$ cat src/hdl/wdg_map.svh
/*
 watchdog register map, field positions, reset values and timing counts.
 assumes inclusion by the design modules; the watchdog package does not include it.
*/
`ifndef WDG_MAP_SVH
`define WDG_MAP_SVH
`define WDG_OFF_PRESCALE   12'h024
`define WDG_OFF_STATUS     12'h028
`define WDG_OFF_IRQ_STAT   12'h040
`define WDG_OFF_IRQ_MASK   12'h044
`define WDG_OFF_CONFIG     12'h048
`define WDG_OFF_CORE_STATE 12'h04C
`define WDG_IDX_PRESCALE   8'h09
`define WDG_IDX_STATUS     8'h0A
`define WDG_PRESCALE_RST   8'h07
`define WDG_SEL_MSB        2
`define WDG_PDF_BIT        4
`define WDG_TO_BIT         5
`define WDG_STATUS_WMASK   8'h0F
`define WDG_BASE_DIV_BITS  9
`define WDG_INSTR_DIV      4
`define WDG_CFG_RST        8'h01
`define WDG_CFG_ENABLE     0
`define WDG_CFG_SRC_INSTR  1
`define WDG_CFG_PAIRED     2
`define WDG_IRQ_CHIP       0
`define WDG_IRQ_WARM       1
`endif

$ cat src/hdl/wdg_pkg.sv
/*
 watchdog types: state of the paired-kick sequence.
 assumes nothing beyond the map header.
*/
package wdg_pkg;
   typedef enum logic [1:0] {
      WDG_PAIR_IDLE = 2'b01,
      WDG_PAIR_HALF = 2'b10
   } wdg_pair_t;
endpackage

$ cat src/hdl/wdg_top.sv
/*
 watchdog with reset flags: apb register file, kick modes, halt/time-out
 flags, chip/warm reset requests, interrupt.
 assumes core strobes are one-cycle pulses on pclk; wdg_osc is async.
*/
`timescale 1ns/10ps
`include "wdg_map.svh"
module wdg_top
   import wdg_pkg::*;
(
   input  wire logic        pclk,             // 100 MHz clock
   input  wire logic        presetn,          // power-up reset, active low
   input  wire logic        ce,               // clock enable
   input  wire logic        psel,             // apb select
   input  wire logic        penable,          // apb enable
   input  wire logic        pwrite,           // apb write
   input  wire logic [11:0] paddr,            // apb byte address
   input  wire logic [31:0] pwdata,           // apb write data
   output logic      [31:0] prdata,           // apb read data
   output logic             pready,           // apb ready
   output logic             pslverr,          // apb error
   input  wire logic        external_clear_n, // reset pin, async
   input  wire logic        wdg_osc,          // rc oscillator, async
   input  wire logic        kick_single,      // single kick strobe
   input  wire logic        kick_first,       // first kick strobe
   input  wire logic        kick_second,      // second kick strobe
   input  wire logic        halt_exec,        // halt instruction strobe
   input  wire logic        wake,             // wake-up from halt
   input  wire logic [3:0]  alu_flags,        // ov z ac c from core
   input  wire logic        alu_flags_we,     // core flag update
   output logic             chip_reset,       // chip reset pulse
   output logic             warm_reset,       // pc/stack pointer clear pulse
   output logic             sys_clk_stop,     // system clock gated off
   output logic             irq               // interrupt level
);
   logic [7:0] prescale_sel;
   logic [7:0] status_low;
   logic       powerdown_flag;
   logic       expiry_flag;
   logic [7:0] cfg;
   logic [1:0] irq_stat;
   logic [1:0] irq_mask;
   logic       halted;
   logic       rst_pin_s;
   logic       osc_s;
   logic       osc_d;
   logic [1:0] idiv;
   logic       tick;
   logic       expire;
   logic       kick_eff;
   logic       chain_clear;
   logic       pin_clear;
   wdg_pair_t  pair_st;

   function automatic logic hit(input logic [11:0] a, input logic [11:0] off);
      hit = (a == off);
   endfunction

   wire wr_en = psel && penable && pwrite && ce;
   wire rd_en = psel && penable && !pwrite && ce;
   wire en    = cfg[`WDG_CFG_ENABLE];
   wire paired = cfg[`WDG_CFG_PAIRED];

   wdg_sync u_sync_rst
   (
      .pclk    (pclk),
      .presetn (presetn),
      .ce      (ce),
      .d       (!external_clear_n),
      .q       (rst_pin_s)
   );

   wdg_sync u_sync_osc
   (
      .pclk    (pclk),
      .presetn (presetn),
      .ce      (ce),
      .d       (wdg_osc),
      .q       (osc_s)
   );

   // pin synced active high: flop reset value means released, no clear after power-up
   assign pin_clear = rst_pin_s;

   // source tick: rc edge, or every 4th pclk while running
   always_ff @(posedge pclk or negedge presetn)
   begin
      if (!presetn)
      begin
         osc_d <= 1'b0;
         idiv  <= 2'b00;
      end
      else if (ce)
      begin
         osc_d <= osc_s;
         if (!halted)
            idiv <= idiv + 2'b01;
      end
   end

   always_comb
   begin
      if (cfg[`WDG_CFG_SRC_INSTR])
         tick = !halted && (idiv == 2'(`WDG_INSTR_DIV - 1));
      else
         tick = osc_s && !osc_d;
   end

   // kick decode
   always_ff @(posedge pclk or negedge presetn)
   begin
      if (!presetn)
         pair_st <= WDG_PAIR_IDLE;
      else if (ce)
      begin
         if (!en || !paired || pin_clear || halt_exec)
            pair_st <= WDG_PAIR_IDLE;
         else
         begin
            unique case (pair_st)
               WDG_PAIR_IDLE: if (kick_first) pair_st <= WDG_PAIR_HALF;
               WDG_PAIR_HALF: if (kick_second) pair_st <= WDG_PAIR_IDLE;
               default:       pair_st <= WDG_PAIR_IDLE;
            endcase
         end
      end
   end

   always_comb
   begin
      kick_eff = 1'b0;
      if (en)
      begin
         if (!paired)
            kick_eff = kick_single;
         else
            kick_eff = (pair_st == WDG_PAIR_HALF) && kick_second;
      end
   end

   assign chain_clear = pin_clear || kick_eff || (en && halt_exec);

   wdg_counter u_counter
   (
      .pclk    (pclk),
      .presetn (presetn),
      .ce      (ce),
      .tick    (tick && en),
      .clear   (chain_clear),
      .sel     (prescale_sel[`WDG_SEL_MSB:0]),
      .expire  (expire)
   );

   wire exp_ev = en && expire && !chain_clear;

   // halt state: system clock stopped until wake, external clear or time-out
   always_ff @(posedge pclk or negedge presetn)
   begin
      if (!presetn)
         halted <= 1'b0;
      else if (ce)
      begin
         if (halt_exec)
            halted <= 1'b1;
         else if (wake || pin_clear || exp_ev)
            halted <= 1'b0;
      end
   end
   assign sys_clk_stop = halted;

   // reset requests
   always_ff @(posedge pclk or negedge presetn)
   begin
      if (!presetn)
      begin
         chip_reset <= 1'b0;
         warm_reset <= 1'b0;
      end
      else if (ce)
      begin
         chip_reset <= exp_ev && !halted;
         warm_reset <= exp_ev && halted;
      end
   end

   // watchdog flags
   always_ff @(posedge pclk or negedge presetn)
   begin
      if (!presetn)
      begin
         powerdown_flag <= 1'b0;
         expiry_flag    <= 1'b0;
      end
      else if (ce && en)
      begin
         if (exp_ev)
            expiry_flag <= 1'b1;
         else if (kick_eff || halt_exec)
            expiry_flag <= 1'b0;
         if (halt_exec)
            powerdown_flag <= 1'b1;
         else if (kick_eff)
            powerdown_flag <= 1'b0;
      end
   end

   // alu flags and software writes
   always_ff @(posedge pclk or negedge presetn)
   begin
      if (!presetn)
         status_low <= 8'h00;
      else if (ce)
      begin
         if (wr_en && hit(paddr, `WDG_OFF_STATUS))
            status_low <= pwdata[7:0] & `WDG_STATUS_WMASK;
         else if (alu_flags_we)
            status_low <= {4'h0, alu_flags};
      end
   end

   // select register, reset on chip reset but kept on warm reset
   always_ff @(posedge pclk or negedge presetn)
   begin
      if (!presetn)
         prescale_sel <= `WDG_PRESCALE_RST;
      else if (ce)
      begin
         if (pin_clear || chip_reset)
            prescale_sel <= `WDG_PRESCALE_RST;
         else if (wr_en && hit(paddr, `WDG_OFF_PRESCALE))
            prescale_sel <= pwdata[7:0];
      end
   end

   always_ff @(posedge pclk or negedge presetn)
   begin
      if (!presetn)
      begin
         cfg      <= `WDG_CFG_RST;
         irq_mask <= 2'b00;
      end
      else if (ce && wr_en)
      begin
         if (hit(paddr, `WDG_OFF_CONFIG))
            cfg <= {5'h00, pwdata[2:0]};
         if (hit(paddr, `WDG_OFF_IRQ_MASK))
            irq_mask <= pwdata[1:0];
      end
   end

   // sticky events, read clears, set wins
   always_ff @(posedge pclk or negedge presetn)
   begin
      if (!presetn)
         irq_stat <= 2'b00;
      else if (ce)
      begin
         logic [1:0] nset;
         nset = {exp_ev && halted, exp_ev && !halted};
         // clear only what the setup cycle reported
         if (rd_en && hit(paddr, `WDG_OFF_IRQ_STAT))
            irq_stat <= (irq_stat & ~prdata[1:0]) | nset;
         else
            irq_stat <= irq_stat | nset;
      end
   end
   assign irq = |(irq_stat & irq_mask);

   wire [7:0] status_rd = {2'b00, expiry_flag, powerdown_flag,
                           status_low[3:0]};

   assign pready = 1'b1;

   always_comb
   begin
      pslverr = 1'b0;
      unique case (paddr)
         `WDG_OFF_PRESCALE, `WDG_OFF_STATUS, `WDG_OFF_IRQ_STAT,
         `WDG_OFF_IRQ_MASK, `WDG_OFF_CONFIG, `WDG_OFF_CORE_STATE: ;
         default: pslverr = psel && penable;
      endcase
   end

   always_ff @(posedge pclk or negedge presetn)
   begin
      if (!presetn)
         prdata <= 32'h0000_0000;
      else if (ce && psel && !penable && !pwrite)
      begin
         unique case (paddr)
            `WDG_OFF_PRESCALE:   prdata <= {24'h0, prescale_sel};
            `WDG_OFF_STATUS:     prdata <= {24'h0, status_rd};
            `WDG_OFF_IRQ_STAT:   prdata <= {30'h0, irq_stat};
            `WDG_OFF_IRQ_MASK:   prdata <= {30'h0, irq_mask};
            `WDG_OFF_CONFIG:     prdata <= {24'h0, cfg};
            `WDG_OFF_CORE_STATE: prdata <= {29'h0, pair_st == WDG_PAIR_HALF, halted, en};
            default:             prdata <= 32'h0000_0000;
         endcase
      end
   end

   chk_halt_sets_pdf: assert property (@(posedge pclk) disable iff (!presetn)
      ce && en && halt_exec |=> powerdown_flag && !expiry_flag)
      else $error("halt did not set powerdown flag");
   chk_kick_clears_pdf: assert property (@(posedge pclk) disable iff (!presetn)
      ce && kick_eff && !halt_exec |=> !powerdown_flag)
      else $error("kick did not clear powerdown flag");
   chk_timeout_sets_to: assert property (@(posedge pclk) disable iff (!presetn)
      ce && en && exp_ev |=> expiry_flag)
      else $error("time-out did not set expiry flag");
   chk_chip_reset_cause: assert property (@(posedge pclk) disable iff (!presetn)
      ce && exp_ev && !halted |=> chip_reset && !warm_reset)
      else $error("normal overflow missing chip reset");
   chk_warm_reset_cause: assert property (@(posedge pclk) disable iff (!presetn)
      ce && exp_ev && halted |=> warm_reset && !chip_reset)
      else $error("halted overflow missing warm reset");
   chk_disabled_no_kick: assert property (@(posedge pclk) disable iff (!presetn)
      !en |-> !kick_eff ##1 ($stable(powerdown_flag) && $stable(expiry_flag)))
      else $error("kick acted while disabled");
   chk_status_write_keep: assert property (@(posedge pclk) disable iff (!presetn)
      ce && wr_en && hit(paddr, `WDG_OFF_STATUS) && !kick_eff && !halt_exec && !exp_ev
      |=> $stable(expiry_flag) && $stable(powerdown_flag))
      else $error("status write changed watchdog flags");
   chk_top_bits_zero: assert property (@(posedge pclk) disable iff (!presetn)
      ce && psel && !penable && !pwrite && hit(paddr, `WDG_OFF_STATUS)
      |=> prdata[7:6] == 2'b00)
      else $error("status bits 7..6 not zero");
   chk_single_mode_ignore: assert property (@(posedge pclk) disable iff (!presetn)
      ce && en && !paired && (kick_first || kick_second) && !kick_single |-> !kick_eff)
      else $error("paired kick acted in single mode");
   chk_instr_halt_stop: assert property (@(posedge pclk) disable iff (!presetn)
      cfg[`WDG_CFG_SRC_INSTR] && halted |-> !tick)
      else $error("instruction source ticked while halted");

   cov_chip_reset: cover property (@(posedge pclk) chip_reset);
   cov_warm_reset: cover property (@(posedge pclk) warm_reset);
   cov_paired_kick: cover property (@(posedge pclk) paired && kick_eff);
   cov_irq: cover property (@(posedge pclk) irq);
endmodule // wdg_top

$ cat src/hdl/wdg_sync.sv
/*
 two-flop synchroniser for the watchdog oscillator and the reset pin.
 assumes an asynchronous source, pclk destination.
*/
`timescale 1ns/10ps
module wdg_sync
(
   input  wire logic pclk,     // clock
   input  wire logic presetn,  // async reset
   input  wire logic ce,       // clock enable
   input  wire logic d,        // async level
   output logic      q         // synced level
);
   logic meta;
   always_ff @(posedge pclk or negedge presetn)
   begin
      if (!presetn)
      begin
         meta <= 1'b0;
         q    <= 1'b0;
      end
      else if (ce)
      begin
         meta <= d;
         q    <= meta;
      end
   end
endmodule // wdg_sync

$ cat src/hdl/wdg_counter.sv
/*
 watchdog count chain: 9-stage base divider then 7-bit prescaler.
 assumes one-cycle tick pulses and a synchronous clear.
*/
`timescale 1ns/10ps
`include "wdg_map.svh"
module wdg_counter
   import wdg_pkg::*;
(
   input  wire logic       pclk,     // clock
   input  wire logic       presetn,  // async reset
   input  wire logic       ce,       // clock enable
   input  wire logic       tick,     // source tick
   input  wire logic       clear,    // clear chain
   input  wire logic [2:0] sel,      // prescale code
   output logic            expire    // overflow pulse
);
   localparam int CW = `WDG_BASE_DIV_BITS + 7;
   logic [CW-1:0] cnt;
   logic [CW-1:0] limit;
   // full count = 512 * 2^sel source ticks
   always_comb limit = CW'((32'd1 << (`WDG_BASE_DIV_BITS + 32'(sel))) - 32'd1);
   always_ff @(posedge pclk or negedge presetn)
   begin
      if (!presetn)
      begin
         cnt    <= '0;
         expire <= 1'b0;
      end
      else if (ce)
      begin
         expire <= 1'b0;
         if (clear)
            cnt <= '0;
         else if (tick)
         begin
            if (cnt >= limit)
            begin
               cnt    <= '0;
               expire <= 1'b1;
            end
            else
               cnt <= cnt + CW'(1);
         end
      end
   end
endmodule // wdg_counter

$ cat config.mk
export PLATFORM = sky130hd
export DESIGN_NAME = wdg_top
export DESIGN_NICKNAME = d
export VERILOG_FILES = /design/src/hdl/wdg_pkg.sv /design/src/hdl/wdg_top.sv /design/src/hdl/wdg_sync.sv /design/src/hdl/wdg_counter.sv
export VERILOG_INCLUDE_DIRS = /design/src /design/src/hdl
export SDC_FILE = /design/constraint.sdc
export NUM_CORES = 1
export LEC_CHECK = 0
export ABC_CLOCK_PERIOD_IN_PS = 4900
export CAP_MARGIN = 20
export CORE_MARGIN = 2
export CORE_UTILIZATION = 40
export DETAILED_ROUTE_END_ITERATION = 8
export DONT_BUFFER_PORTS = 1
export SYNTH_ARGS = -nofsm -noshare
export SYNTH_HDL_FRONTEND = slang
export SYNTH_SLANG_ARGS = --single-unit
export TNS_END_PERCENT = 30
$ cat constraint.sdc
create_clock -name pclk -period 4.9 [get_ports pclk]
set_input_delay 0 -clock pclk [delete_from_list [all_inputs] [get_ports pclk]]
set_output_delay 0 -clock pclk [all_outputs]
set_load 0.05 [all_outputs]
==> key figures <==
Yosys
  – Syn_area_per_cell: just under 9 µm²
  – Top FF cell, synth: dfrtp_1
  – Cell taking the most area after synthesis: dfrtp_1
  – Yosys warns: 0
  – Cells after synthesis: ~420
  – Register area share after synthesis: between 30% and 40%
  – Synth Register Bits: 58
  – Post-synth EDFFs: 0
  – Post-Syn Area: around 3800 µm²
  – Synth area leaders: dfrtp_1 35%, ha_1 6.3%, buf_4 5.0%, nand2_1 4.9%, a21oi_1 3.6%
  – Asr flop ratio synth: 100%
  – Synth cell types: 64
  – Synth top area share: between 30% and 40%

Route
  – WL/cell: 15.5 µm
  – WL final: between 8000 and 9000 µm
  – Iter 0 DRT Violations: about 210
  – DRC violations left: 0
  – Pre-antenna DRT Iters: 5
  – Total vias in the final route: approximately 3100
  – Routed Antenna Nets: 0
  – Vias per std cell: 5.57

Global route
  – Total gr overflow: 0
  – Vias in the first global route: between 2000 and 3000
  – GRT Util Overall: 17.9%
  – Largest net degree at the start of global routing: between 50 and 60
  – Initial antenna violation count: 0
  – First-pass GRT wire length: 14500 µm

CTS
  – CTS resizes: 0
  – CTS tree: yes
  – Clk Latency, worst-skew pair: around 0.34 ns
  – CTS Buf Count: 9
  – H-tree depth: 3
  – Clk root buf: clkbuf_8
  – Buffers from clock root to sink, at most: 2
  – Clock sink count: 58
  – Worst-path clk slew: about 0.070 ns

Final layout
  – Register cell area after layout: 1460 µm²
  – Multi-input logic area: roughly 2000 µm²
  – Filler Cell Count: between 800 and 900
  – Fin nets: ~530
  – Share of cells above drive strength 1: around 11%
  – N_diodes: 0
  – Most frequent cells in the layout: 53 x dfrtp_1, 49 x nand2_1, 35 x nor2_1, 29 x dlygate4sd3_1, 27 x a21oi_1
  – Fin area: about 4300 µm²
  – Commonest non-fill, non-tap cell in the layout: dfrtp_1
  – Area growth syn-to-layout: 13.2%

Worst hold path
  – Hold path depth: 3
  – Hold endpoint: prdata[5]$_DFFE_PN0P_
  – Hold Startpoint: pwrite
  – Hold WC Path Type: in -> reg

Critical path
  – Crit. End Element: flip-flop
  – CP most frequent cell: ha_1
  – Worst path slowest cell: dfstp_2
  – Reg2reg setup slack: about 0.8 ns
  – Critical path class: reg -> reg
  – Crit-path max cell delay: between 0.6 and 0.7 ns
  – R2r endpoint: u_counter.cnt[7]$_DFFE_PN0P_
  – Worst path arrival time: between 4 and 5 ns
  – FF-to-FF Start: prescale_sel[1]$_DFFE_PN1P_
  – Startpoint Class: flip-flop
  – FF-to-FF path depth: 16
  – Critical path peak fanout: 29
  – Worst EP required: 5.12 ns
  – Cells along the critical path: and2_1 -> ha_1 -> nand2b_1 -> or2_2 -> ha_1 -> inv_1 -> mux2i_1 -> a22oi_1 -> ha_1 -> nand4_1 -> nor3_1 -> o21ai_0 -> and4_1 -> buf_4 -> and3_1 -> a221o_1

Pwr
  – PwrDens: 320 nW/µm²
  – Max VDD drop: approximately 0.00013 V
  – Cell leakage power: roughly 1.9 nW

Placement
  – Detailed Place HPWL: between 6000 and 7000 µm
  – Cell Area, Placed: ~3700 µm²
  – Place WS: between 0.8 and 0.9 ns
  – Port Buffers: 0
  – Final GP Congestion: 0.802

STA
  – Number of setup violations in the final report: 0
  – Setup TNS: 0 ns
  – Pins Over Slew Limit: 0
  – Max Fclk: roughly 0.24 GHz
  – RSZ-0062 raised after global routing: false
  – Final Hold Vio Count: 0
  – Tmin final: around 4.1 ns
  – Slew margin rel.: a little under half
  – Post-layout worst setup margin: between 0.7 and 0.8 ns
  – Final period util: between 80 and 90%
  – Worst slew pin tran: a little under 0.8 ns
  – Hold slack final: roughly 0.026 ns
  – Clock Skews: 0.00615 ns

Run status
  – Outcome: completed

Floorplan
  – Die W: between 100 and 150 µm
  – Die Span Y: 101 µm
  – Initial Util: approximately two fifths
  – Row cnt: 35
  – IO Pins: 100
  – Core Box Area: roughly 9000 µm²
  – Die ar.: just over 10000 µm²

Job
  – MaxCap Viol Count: 0
Yosys cell counts, drive strengths merged, types with 2 or more instances:
cell type   n
nand4       7
and4        3
or2         2
a21oi      28
a32o        3
dfrtp      53
nand4b      4
dfstp       5
a221o       4
nand2      50
o21ai      23
nor4bb      2
nor2       35
or4         2
nor3b       3
buf        33
ha         19
and3        7
nand2b      6
a22o        7
o22ai       6
nor4        5
clkbuf      9
o211ai      2
conb        2
inv        18
and2        3
mux2        9
a21o        5
mux2i       3
nor2b       3
nand3b      4
nand3      23
nor3        7
xnor2       2
a22oi       7
a31oi       2
flip-flops by register name (all words and copies together), names as in the netlist:
signal	flops
u_counter.cnt	16
prdata	8
prescale_sel	8
status_low	4
cfg	3
idiv	2
irq_mask	2
irq_stat	2
pair_st	2
chip_reset	1
expiry_flag	1
osc_d	1
powerdown_flag	1
sys_clk_stop	1
u_counter.expire	1
u_sync_osc.meta	1
u_sync_osc.q	1
u_sync_rst.meta	1
u_sync_rst.q	1
warm_reset	1
cells by family after synthesis:
family	share of synthesized area [%]
muxes	3.49
AOI/OAI and AO/OA	17.2
buffers and inverters	9.30
DFF	38.7
xor gates and xnor gates	0.698
adders and majority gates	6.31
other	0.199
and+or+nand+nor	24.1
per-stage QoR:
stage	total power, mW	std cells	util [%]
after floorplan	0.852	445	-
after global placement	0.867	516	40.6
after detailed placement	0.878	517	40.7
after CTS	1.38	563	46.4
after global routing	1.44	563	46.4
final	1.36	563	46.4
metal layers:
layer	routed length, µm	global-route usage, %	part of all wire, %
met2	4020	26.2	46
met3	441	3.68	5.1
met4	151	7.80	1.7
met1	4100	25.5	47
met5	0	0	0
cell type report:
class	count	share of cell area, %
multi-input cells	326	48.1
inverters	19	1.67
well taps	111	3.26
repair buffers	33	7.98
clock inverters	4	1.17
flip-flops and latches	58	34.2
clock buffers	12	3.64
how the worst max path moves through the flow:
stage                                 from                             to  slack (ns)  depth (start not counted)
6_report       prescale_sel[1]$_DFFE_PN1P_   u_counter.cnt[7]$_DFFE_PN0P_        0.80                         16
5_1_grt        prescale_sel[1]$_DFFE_PN1P_   u_counter.cnt[7]$_DFFE_PN0P_        0.50                         16
3_5_place_dp   prescale_sel[1]$_DFFE_PN1P_  u_counter.cnt[12]$_DFFE_PN0P_        0.84                         16
4_1_cts        prescale_sel[1]$_DFFE_PN1P_   u_counter.cnt[7]$_DFFE_PN0P_        0.83                         16
3_3_place_gp   prescale_sel[1]$_DFFE_PN1P_   u_counter.cnt[7]$_DFFE_PN0P_        0.93                         16
2_1_floorplan  prescale_sel[1]$_DFFE_PN1P_  u_counter.cnt[11]$_DFFE_PN0P_        1.24                         17
worst max-delay path, delay by kind of cell (launching register included):
family	cells	cell delay, ns
multiplexers	1	0.17
AO/OA/AOI/OAI	3	0.49
AND/OR/NAND/NOR	7	1.38
buffers and inverters	2	0.33
flip-flops	1	0.67
adder cells (fa/ha/maj)	3	0.95
report_power, final:
| part | switching [mW] | total (mW) | leakage [nW] | internal (mW) |
|---|---|---|---|---|
| logic | 0.169 | 0.281 | 1.09 | 0.113 |
| clock network | 0.196 | 0.458 | 0.0986 | 0.262 |
| registers | 0.0946 | 0.624 | 0.741 | 0.529 |
| total | 0.459 | 1.36 | 1.93 | 0.904 |
what timing repair did:
item / 4_1_cts / 5_1_grt
setup buffers: 0 / 0
hold buffers: 30 / 0
endpoints found under the hold margin: 93 / 0
Power figures use the tool's default switching activity.
